## src/common/gpx_pkg.sv

```systemverilog
/*
 * Constants and carrier types for the shared process byte exchange block.
 * Assumes byte-wide register access and a token bus layer that delivers
 * already deframed change entries and reports lost stations.
 */
package gpx_pkg;

    // station list
    localparam int STATIONS = 32;
    localparam int ST_IDX_W = 5;
    localparam int ST_FLAG_W = 3;
    localparam int ST_FAIL_BIT = 0;
    localparam int ST_RXOVF_BIT = 1;
    localparam int ST_TXOVF_BIT = 2;

    // job numbers written to the job register
    localparam logic [7:0] JOB_SEND = 8'hd2;
    localparam logic [7:0] JOB_RECV = 8'hd3;
    localparam logic [7:0] JOB_LIST = 8'hc9;

    // register offsets
    localparam logic [7:0] ADDR_OUT_BASE = 8'h00;
    localparam logic [7:0] ADDR_IN_BASE = 8'h10;
    localparam logic [7:0] ADDR_SLOT_OBJ = 8'h18;
    localparam logic [7:0] ADDR_SLOT_STN = 8'h20;
    localparam logic [7:0] ADDR_LIST_BASE = 8'h40;
    localparam logic [7:0] ADDR_CTRL = 8'h60;
    localparam logic [7:0] ADDR_JOB = 8'h61;
    localparam logic [7:0] ADDR_JOB_STAT = 8'h62;
    localparam logic [7:0] ADDR_OUT_OBJ = 8'h63;

    // field positions
    localparam int CTRL_SYNC_BIT = 0;
    localparam int CTRL_RUN_BIT = 1;
    localparam int SLOT_EN_BIT = 7;
    localparam int JS_DONE_BIT = 0;
    localparam int JS_GROUP_BIT = 2;
    localparam int JS_BADJOB_BIT = 3;

    // values after reset
    localparam logic [7:0] CTRL_RESET = 8'h00;
    localparam logic [7:0] BYTE_RESET = 8'h00;
    localparam logic [3:0] JS_RESET = 4'h0;

    typedef struct packed {
        logic       wr;
        logic       rd;
        logic [7:0] addr;
        logic [7:0] wdata;
    } bus_req_type;

    typedef struct packed {
        logic [ST_IDX_W-1:0] station;
        logic [7:0]          obj;
        logic [7:0]          data;
    } rx_entry_type;

    typedef struct packed {
        logic [7:0] obj;
        logic [7:0] data;
        logic       last;
    } tx_entry_type;

endpackage

```

## src/hw/gpx_change_detect.sv

```systemverilog
/*
 * Snapshot of the shared output bytes and new/old comparison.
 * Capture may stay high for many cycles (free mode idle); changed is combinational.
 */
`timescale 1ns/1ps
module gpx_change_detect
    import gpx_pkg::*;
#(
    parameter int N = 16
) (
    // clock and reset
    input  wire logic                clk_sys,
    input  wire logic                rst_b,
    // comparison
    input  wire logic                capture,
    input  wire logic [N-1:0][7:0]   cur,
    output logic      [N-1:0]        changed,
    output logic      [N-1:0][7:0]   snap
);

    logic [N-1:0][7:0] snap_q;

    // RQ8 - value at comparison only
    for (genvar g = 0; g < N; g++) begin : g_cmp
        assign changed[g] = cur[g] != snap_q[g];
    end

    // RQ25 - snapshot update
    always_ff @(posedge clk_sys or negedge rst_b) begin
        if (!rst_b) begin
            snap_q <= '0;
        end else if (capture) begin
            snap_q <= cur;
        end
    end

    assign snap = snap_q;

endmodule

```

## src/hw/gpx_exchange.sv

```systemverilog
/*
 * Change-driven exchange of shared process bytes over a token bus.
 * Assumes the bus layer broadcasts tx entries at high priority, delivers
 * received entries without back-pressure, and pulses stn_lost on loss.
 */
// Local design decisions: the plain strobed port and the address map.
// Notes on behaviour
// RQ1 - free mode: received byte goes to input area at once, per-byte consistent
// RQ2 - free mode: no receive overflow detection at all
// RQ3 - only bytes changed at the sender ever appear in frames
// RQ4 - repeated receptions keep only the newest value in the slot
// RQ5 - cycle-synchronized: outputs captured only at the send checkpoint
// RQ6 - each checkpoint compares every output byte, sends only differing ones
// RQ7 - host marks send checkpoint with job 210
// RQ8 - toggled byte back at old value by comparison is not sent
// RQ9 - job 211 moves all changed inputs into the input area, then host reads
// RQ10 - repeated change before receive checkpoint keeps newest, logs overflow
// RQ11 - host should space checkpoint calls more than 50 ms apart
// RQ12 - host sets source type NN and status word; other parameters ignored
// RQ13 - host synchronizes each interface in restart routines first
// RQ14 - host may poll control call until input image error clears
// RQ15 - host sends at cycle start and receives at cycle end
// RQ16 - host stop zeroes outputs; formerly non-zero bytes broadcast as zero
// RQ17 - station failure readable by host through station list job 201
// RQ18 - any processing error shows as group error in job status
// RQ19 - cycle-synchronized: unsent changes at next checkpoint log overflow
// RQ20 - failure of any sending station recorded in station list
// RQ21 - failed station's input bytes cleared to zero
// RQ22 - station list holds 32 status bytes, one per station
// RQ23 - changed bytes packed with object ids into broadcast change frame
// RQ24 - free mode: device picks comparison time after previous frame
// RQ25 - snapshot of each output byte updated at every comparison
`timescale 1ns/1ps
module gpx_exchange
    import gpx_pkg::*;
#(
    parameter int                N_OUT       = 16,
    parameter int                N_IN        = 8,
    parameter logic [ST_IDX_W-1:0] OWN_STATION = 5'h00
) (
    // clock and reset
    input  wire logic                clk_sys,
    input  wire logic                rst_b,
    // register port
    input  wire bus_req_type         bus_req,
    output logic      [7:0]          rd_data,
    // change frames out
    output tx_entry_type             tx_entry,
    output logic                     tx_valid,
    output logic                     tx_high_prio,
    input  wire logic                tx_ready,
    // change frames in
    input  wire logic                rx_valid,
    input  wire rx_entry_type        rx_entry,
    // station supervision
    input  wire logic                stn_lost,
    input  wire logic [ST_IDX_W-1:0] stn_lost_idx
);

    localparam int OW = $clog2(N_OUT);
    localparam int IW = $clog2(N_IN);

    if (N_OUT < 2 || N_OUT > 16 || N_IN < 2 || N_IN > 8) begin : g_chk
        $error("gpx_exchange: N_OUT must be 2..16 and N_IN 2..8");
    end

    function automatic logic in_win(input logic [7:0] a, input logic [7:0] base, input int n);
        return (a >= base) && (int'(a) < int'(base) + n);
    endfunction

    function automatic logic [OW-1:0] first_set(input logic [N_OUT-1:0] m);
        first_set = '0;
        for (int i = N_OUT - 1; i >= 0; i--) begin
            if (m[i]) begin
                first_set = OW'(i);
            end
        end
    endfunction

    // registers
    logic [7:0]              ctrl_q;
    logic [7:0]              job_q;
    logic [3:0]              js_q;
    logic [7:0]              out_obj_q;
    logic [7:0]              rd_data_q;
    logic [N_OUT-1:0][7:0]   out_img_q;
    logic [N_IN-1:0][7:0]    in_img_q;
    logic [N_IN-1:0][7:0]    slot_obj_q;
    logic [N_IN-1:0][7:0]    slot_stn_q;
    // exchange state
    logic [N_IN-1:0][7:0]    pend_val_q;
    logic [N_IN-1:0]         pend_vld_q;
    logic [N_OUT-1:0][7:0]   tx_val_q;
    logic [N_OUT-1:0]        tx_pend_q;
    tx_entry_type            tx_q;
    logic                    tx_valid_q;
    logic                    tx_prio_q;
    // combinational
    logic                    sync_mode;
    logic                    host_run;
    logic [7:0]              off;
    logic                    job_wr;
    logic                    job_send;
    logic                    job_recv;
    logic                    job_list;
    logic                    cmp_go;
    logic [N_OUT-1:0][7:0]   eff;
    logic [N_OUT-1:0]        chg;
    logic [N_OUT-1:0][7:0]   snap;
    logic [N_IN-1:0]         hit;
    logic [N_IN-1:0]         lost_hit;
    logic                    emit;
    logic [OW-1:0]           emit_idx;
    logic                    set_rxovf;
    logic                    set_txovf;
    logic [7:0]              list_byte;
    logic                    group_err;
    logic [7:0]              rd_val;

    assign sync_mode = ctrl_q[CTRL_SYNC_BIT];
    assign host_run  = ctrl_q[CTRL_RUN_BIT];
    assign off       = bus_req.addr;
    assign job_wr    = bus_req.wr && bus_req.addr == ADDR_JOB;
    assign job_send  = job_wr && bus_req.wdata == JOB_SEND && sync_mode;
    assign job_recv  = job_wr && bus_req.wdata == JOB_RECV && sync_mode;
    assign job_list  = job_wr && bus_req.wdata == JOB_LIST;

    // RQ16 - stopped host reads as zero
    for (genvar g = 0; g < N_OUT; g++) begin : g_eff
        assign eff[g] = host_run ? out_img_q[g] : BYTE_RESET;
    end

    // RQ24 - free mode compares once the previous frame has left
    // RQ5 - cycle-synchronized compares only on the send job
    assign cmp_go = sync_mode ? job_send : (tx_pend_q == '0 && !tx_valid_q);

    gpx_change_detect #(
        .N       (N_OUT)
    ) u_detect (
        .clk_sys (clk_sys),
        .rst_b   (rst_b),
        .capture (cmp_go),
        .cur     (eff),
        .changed (chg),
        .snap    (snap)
    );

    for (genvar g = 0; g < N_IN; g++) begin : g_match
        assign hit[g] = rx_valid && slot_stn_q[g][SLOT_EN_BIT]
                        && slot_stn_q[g][ST_IDX_W-1:0] == rx_entry.station
                        && slot_obj_q[g] == rx_entry.obj;
        assign lost_hit[g] = stn_lost && slot_stn_q[g][SLOT_EN_BIT]
                             && slot_stn_q[g][ST_IDX_W-1:0] == stn_lost_idx;
    end

    // RQ10 - second change before the receive job
    // RQ2 - nothing flagged in free mode
    assign set_rxovf = sync_mode && !job_recv && |(hit & pend_vld_q);
    // RQ19 - changes still unsent at the next send job
    assign set_txovf = job_send && tx_pend_q != '0;

    gpx_station_list u_list (
        .clk_sys   (clk_sys),
        .rst_b     (rst_b),
        .set_fail  (stn_lost),
        .fail_idx  (stn_lost_idx),
        .seen      (rx_valid),
        .seen_idx  (rx_entry.station),
        .set_rxovf (set_rxovf),
        .rxovf_idx (rx_entry.station),
        .set_txovf (set_txovf),
        .txovf_idx (OWN_STATION),
        .clr_ovf   (job_list),
        .rd_idx    (ST_IDX_W'(off - ADDR_LIST_BASE)),
        .rd_byte   (list_byte),
        .any_err   (group_err)
    );

    // register writes
    always_ff @(posedge clk_sys or negedge rst_b) begin
        if (!rst_b) begin
            ctrl_q     <= CTRL_RESET;
            job_q      <= BYTE_RESET;
            out_obj_q  <= BYTE_RESET;
            out_img_q  <= '0;
            slot_obj_q <= '0;
            slot_stn_q <= '0;
        end else if (bus_req.wr) begin
            if (bus_req.addr == ADDR_CTRL) begin
                ctrl_q <= bus_req.wdata;
            end
            if (job_wr) begin
                job_q <= bus_req.wdata;
            end
            if (bus_req.addr == ADDR_OUT_OBJ) begin
                out_obj_q <= bus_req.wdata;
            end
            if (in_win(off, ADDR_OUT_BASE, N_OUT)) begin
                out_img_q[OW'(off - ADDR_OUT_BASE)] <= bus_req.wdata;
            end
            if (in_win(off, ADDR_SLOT_OBJ, N_IN)) begin
                slot_obj_q[IW'(off - ADDR_SLOT_OBJ)] <= bus_req.wdata;
            end
            if (in_win(off, ADDR_SLOT_STN, N_IN)) begin
                slot_stn_q[IW'(off - ADDR_SLOT_STN)] <= bus_req.wdata;
            end
        end
    end

    // job status: done and unknown job; group error read live
    always_ff @(posedge clk_sys or negedge rst_b) begin
        if (!rst_b) begin
            js_q <= JS_RESET;
        end else if (job_wr) begin
            js_q[JS_DONE_BIT]   <= 1'b1;
            js_q[JS_BADJOB_BIT] <= !(bus_req.wdata == JOB_SEND || bus_req.wdata == JOB_RECV
                                     || bus_req.wdata == JOB_LIST);
        end
    end

    // receive side, one block per slot, all slots updated in parallel
    for (genvar g = 0; g < N_IN; g++) begin : g_rx
        always_ff @(posedge clk_sys or negedge rst_b) begin
            if (!rst_b) begin
                in_img_q[g]   <= BYTE_RESET;
                pend_val_q[g] <= BYTE_RESET;
                pend_vld_q[g] <= 1'b0;
            end else if (lost_hit[g]) begin
                // RQ21 - clear inputs of a failed sender
                in_img_q[g]   <= BYTE_RESET;
                pend_vld_q[g] <= 1'b0;
            end else begin
                // RQ9 - receive job commits pending bytes
                if (job_recv && pend_vld_q[g]) begin
                    in_img_q[g]   <= pend_val_q[g];
                    pend_vld_q[g] <= 1'b0;
                end
                if (hit[g]) begin
                    // RQ1 - free mode writes straight through
                    // RQ4 - newest value overwrites
                    if (!sync_mode) begin
                        in_img_q[g] <= rx_entry.data;
                    end else begin
                        pend_val_q[g] <= rx_entry.data;
                        pend_vld_q[g] <= 1'b1;
                    end
                end
            end
        end
    end

    // transmit side
    assign emit     = tx_pend_q != '0 && (!tx_valid_q || tx_ready);
    assign emit_idx = first_set(tx_pend_q);

    // RQ6 - only differing bytes become pending
    // RQ3 - unchanged bytes never enter the frame
    always_ff @(posedge clk_sys or negedge rst_b) begin
        if (!rst_b) begin
            tx_pend_q <= '0;
            tx_val_q  <= '0;
        end else begin
            if (emit) begin
                tx_pend_q[emit_idx] <= 1'b0;
            end
            if (cmp_go) begin
                for (int i = 0; i < N_OUT; i++) begin
                    if (chg[i]) begin
                        tx_pend_q[i] <= 1'b1;
                        tx_val_q[i]  <= eff[i];
                    end
                end
            end
        end
    end

    // RQ23 - entries carry object id, broadcast at high priority
    always_ff @(posedge clk_sys or negedge rst_b) begin
        if (!rst_b) begin
            tx_q       <= '0;
            tx_valid_q <= 1'b0;
            tx_prio_q  <= 1'b0;
        end else begin
            tx_prio_q <= 1'b1;
            if (emit) begin
                tx_q.obj   <= out_obj_q + 8'(emit_idx);
                tx_q.data  <= tx_val_q[emit_idx];
                tx_q.last  <= (tx_pend_q & ~(N_OUT'(1) << emit_idx)) == '0;
                tx_valid_q <= 1'b1;
            end else if (tx_ready) begin
                tx_valid_q <= 1'b0;
            end
        end
    end

    // RQ17 - station list readable after job 201
    // RQ18 - group error in job status
    always_comb begin
        rd_val = BYTE_RESET;
        if (in_win(off, ADDR_OUT_BASE, N_OUT)) begin
            rd_val = out_img_q[OW'(off - ADDR_OUT_BASE)];
        end else if (in_win(off, ADDR_IN_BASE, N_IN)) begin
            rd_val = in_img_q[IW'(off - ADDR_IN_BASE)];
        end else if (in_win(off, ADDR_SLOT_OBJ, N_IN)) begin
            rd_val = slot_obj_q[IW'(off - ADDR_SLOT_OBJ)];
        end else if (in_win(off, ADDR_SLOT_STN, N_IN)) begin
            rd_val = slot_stn_q[IW'(off - ADDR_SLOT_STN)];
        end else if (in_win(off, ADDR_LIST_BASE, STATIONS)) begin
            rd_val = list_byte;
        end else if (off == ADDR_CTRL) begin
            rd_val = ctrl_q;
        end else if (off == ADDR_JOB) begin
            rd_val = job_q;
        end else if (off == ADDR_JOB_STAT) begin
            rd_val = {4'h0, js_q[JS_BADJOB_BIT], group_err, 1'b0, js_q[JS_DONE_BIT]};
        end else if (off == ADDR_OUT_OBJ) begin
            rd_val = out_obj_q;
        end
    end

    always_ff @(posedge clk_sys or negedge rst_b) begin
        if (!rst_b) begin
            rd_data_q <= BYTE_RESET;
        end else begin
            rd_data_q <= bus_req.rd ? rd_val : BYTE_RESET;
        end
    end

    assign rd_data      = rd_data_q;
    assign tx_entry     = tx_q;
    assign tx_valid     = tx_valid_q;
    assign tx_high_prio = tx_prio_q;
endmodule

```

## src/hw/gpx_station_list.sv

```systemverilog
/*
 * Station list: one status byte per remote station address.
 * Assumes pulses for each event; a set always wins over a clear.
 */
`timescale 1ns/1ps
module gpx_station_list
    import gpx_pkg::*;
(
    // clock and reset
    input  wire logic                clk_sys,
    input  wire logic                rst_b,
    // events
    input  wire logic                set_fail,
    input  wire logic [ST_IDX_W-1:0] fail_idx,
    input  wire logic                seen,
    input  wire logic [ST_IDX_W-1:0] seen_idx,
    input  wire logic                set_rxovf,
    input  wire logic [ST_IDX_W-1:0] rxovf_idx,
    input  wire logic                set_txovf,
    input  wire logic [ST_IDX_W-1:0] txovf_idx,
    input  wire logic                clr_ovf,
    // read side
    input  wire logic [ST_IDX_W-1:0] rd_idx,
    output logic      [7:0]          rd_byte,
    output logic                     any_err
);

    logic [STATIONS-1:0][ST_FLAG_W-1:0] flag_q;
    logic                               any_err_q;

    // RQ22 - one status byte per station
    for (genvar g = 0; g < STATIONS; g++) begin : g_stn
        always_ff @(posedge clk_sys or negedge rst_b) begin
            if (!rst_b) begin
                flag_q[g] <= '0;
            end else begin
                if (seen && seen_idx == ST_IDX_W'(g)) begin
                    flag_q[g][ST_FAIL_BIT] <= 1'b0;
                end
                // RQ20 - record sender failure
                if (set_fail && fail_idx == ST_IDX_W'(g)) begin
                    flag_q[g][ST_FAIL_BIT] <= 1'b1;
                end
                if (clr_ovf) begin
                    flag_q[g][ST_RXOVF_BIT] <= 1'b0;
                    flag_q[g][ST_TXOVF_BIT] <= 1'b0;
                end
                if (set_rxovf && rxovf_idx == ST_IDX_W'(g)) begin
                    flag_q[g][ST_RXOVF_BIT] <= 1'b1;
                end
                if (set_txovf && txovf_idx == ST_IDX_W'(g)) begin
                    flag_q[g][ST_TXOVF_BIT] <= 1'b1;
                end
            end
        end
    end

    always_ff @(posedge clk_sys or negedge rst_b) begin
        if (!rst_b) begin
            any_err_q <= 1'b0;
        end else begin
            any_err_q <= |flag_q;
        end
    end

    assign rd_byte = {(8 - ST_FLAG_W)'(0), flag_q[rd_idx]};
    assign any_err = any_err_q;

endmodule

```

## config.mk

```make
export PLATFORM = sky130hd
export DESIGN_NAME = gpx_exchange
export DESIGN_NICKNAME = d
export VERILOG_FILES = /design/src/common/gpx_pkg.sv /design/src/hw/gpx_change_detect.sv /design/src/hw/gpx_exchange.sv /design/src/hw/gpx_station_list.sv
export SDC_FILE = /design/constraint.sdc
export NUM_CORES = 2
export LEC_CHECK = 0
export BUFFER_PORTS_ARGS = -buffer_cell sky130_fd_sc_hd__buf_2
export CAP_MARGIN = 20
export CORE_MARGIN = 1
export CORE_UTILIZATION = 55
export DETAILED_ROUTE_END_ITERATION = 6
export PLACE_DENSITY = 0.71
export SETUP_SLACK_MARGIN = 0.5
export SLEW_MARGIN = 20
export SYNTH_ARGS = -nofsm -noshare
export SYNTH_HDL_FRONTEND = slang
export SYNTH_HIERARCHICAL = 1
export SYNTH_SLANG_ARGS = --single-unit
```

## constraint.sdc

```tcl
create_clock -name clk_sys -period 3.2 [get_ports clk_sys]
set_input_delay 0.32 -clock clk_sys [delete_from_list [all_inputs] [get_ports clk_sys]]
set_output_delay 0.32 -clock clk_sys [all_outputs]
set_load 0.005 [all_outputs]
```

==> impl_metrics.toml <==
[synthesis]
async_reset_ff_share_pct = 100.0
synth.ff_latch_count = 814
synth_edf_count = 0
syn_avg_cell_area_um2 = 12.55
yosysWarnings = 6
ys_seq_area_share_pct = 48.85
yosysTopAreaCell = "dfrtp_1"
yosysMostFrequentCell = "dfrtp_1"
synth.top_cells.by_count = "dfrtp_1, mux2_2, xor2_1"
syn-cell-area_mm2 = 0.04170
postSynthCellCount = 3323
synth_ff_type = "dfrtp_1"
yosysUniqueCellTypes = 72
synth_area_leaders = "dfrtp_1, mux2_2, mux4_2, xor2_1, mux2_4"
synth.top_cell.area_share_pct = 48.85

[die]
coreArea_mm2 = 0.07470
ios = 76
die_h_um = 277.3
core.rowCount = 100
start_util_pct = 55.82
chipWidth_um = 277.3
die_area_mm2 = 0.07692

[flow_run]
cap_viol_max_count = 0

[drt]
routed_wl_mm = 120.6
drt-pass1-iter-count = 5
avgViaCountPerCell = 6.361
vias = 29030
drc = 0
detail_route.wl_per_cell_um = 26.43
drt-initial-drc-count = 2517
ant_nets = 0

[placement]
io_buffers = 75
dp_cells = 4356
pre_cts_ws_ns = 0.07250
dpl.hpwl_mm = 87.16
postPlaceCellArea_mm2 = 0.04384
place_congestion = 1.025

[sta]
slew_headroom_pct = 31.28
slew_viol_final = 0
rsz0062_at_grt = "yes"
finalCritPeriodShare_pct = 85.99
setup_viol = 0
clock.fmax_mhz = 363.4
setup_ws_ns = 0.4483
fin_skew_ns = 0.01958
fin_hold_ws_ns = 0.05148
worst_slew_pin_slew_ns = 1.023
finalCriticalPeriod_ns = 2.752
tns_ns = 0
hold_violations = 0

[grt]
grt_pass1_wl_mm = 184.5
grt_overflow = 0
grt_pass1_vias = 29830
track_usage_pct = 31.43
antenna_found_initial = 8
grt_start_max_net_pins = 125

[layout]
drive_gt1_share_pct = 33.91
final-instance-count-excl-fill = 4564
utilization_pct = 63.76
syn_to_final_growth_pct = 14.21
design_area_mm2 = 0.04762
nNetsFinal = 3577

[setup_path]
path_class = "register to register"
arrival_ns = 3.24
worstPathMaxFanout = 9
critPathLaunchType = "register"
critPathCaptureType = "register"
cp_data_required_time_ns = 3.69

[clock_network]
cts_tree = "built"
clk_pin_slew_ns = 0.06
clock_latency_ns = 0.65
cts_buffer_depth = 3
cts_root_buf = "clkbuf_16"
cts-htree-levels = 3
clock-sinks = 814
numCtsBuffers = 89

[pwr]
power.density_mw_per_mm2 = 682.9
ir_drop_mv = 1.005
power.total_mw = 32.52
power.leakage_nw = 24.12

[run_status]
status = "completed"

[hold_path]
min_path_type = "input pin to register"
-- cells by family (layout without fill, tap and decap cells) --
family	after synthesis	in the layout	synth area share [%]
buffers and inverters	254	483	2.872
and+or+nand+nor	699	699	9.437
DFF	814	814	48.85
muxes	825	825	25.95
AOI/OAI and AO/OA	445	445	6.856
xor gates and xnor gates	278	278	5.839
adders and majority gates	5	5	0.1680
other	3	46	0.02700
-- per-layer routing --
metal	global-route usage, %	vias up	part of all wire (%)
met4	13.55	8	4.6
met5	0	-	0.036
met2	50.43	1173	48
met3	4.641	315	6.2
li1	-	12560	-
met1	42.77	14980	42
-- cell type report --
class | count | area, um^2
antenna | 3 | 7.507
clock buffer | 145 | 2804
clock inverter | 15 | 225.2
fill | 5586 | 27070
inverter | 75 | 284.0
multi-input combinational | 2295 | 20700
sequential | 814 | 20400
tap | 969 | 1212
timing repair buffer | 248 | 1993
-- cells in the final DEF, fill, tap and decap left out, types with 74 or more instances in the layout --
cell type	n
dfrtp_1	794
buf_4	147
mux2i_1	108
nand2_1	176
mux4_2	124
and2_1	139
xor2_1	264
nor4_1	106
o21ai_0	136
a21oi_1	79
inv_1	74
clkbuf_16	94
mux2_2	521
-- sequential cells by signal (all words and copies together) (netlist names), 64 cells and up --
name	flops
u_list/flag_q	96
in_img_q	64
tx_val_q	128
out_img_q	128
pend_val_q	64
slot_stn_q	64
slot_obj_q	64
u_detect/snap	128
-- repair_timing --
item	4_1_cts	5_1_grt
hold buffers	1	0
setup endpoints to repair	44	216
resized for setup	38	53
endpoints found under the hold margin	45	0
pin swaps	13	32
setup buffers	18	26
-- final timing paths --
kind / startpoint / end / cells past startpoint / slack, ns
max in group asynchronous: rst_b / tx_pend_q[14] / 3 / 1.82
min in group asynchronous: rst_b / tx_val_q[63] / 2 / 0.23
min: bus_req[16] / rd_data[7] / 2 / 0.05
min reg2reg: js_q[0] / js_q[0] / 1 / 0.48
max reg2reg: tx_pend_q[9] / tx_entry[8] / 8 / 0.45
max: tx_pend_q[9] / tx_entry[8] / 8 / 0.45
-- where the power goes --
group,switching [mW],internal [mW]
Clock,4.20,6.37
Sequential,0.501,10.8
Combinational,6.20,4.46
-- worst max-delay path, cell delays in order, from the launching register on --
cell      delay [ns]
dfrtp_2         0.45
or2_4           0.25
a211oi_4        0.34
nand3_4         0.13
buf_4           0.19
o211a_4         0.18
a221o_1         0.38
o211ai_1        0.49
o211ai_1        0.18
Power figures use the tool's default switching activity.
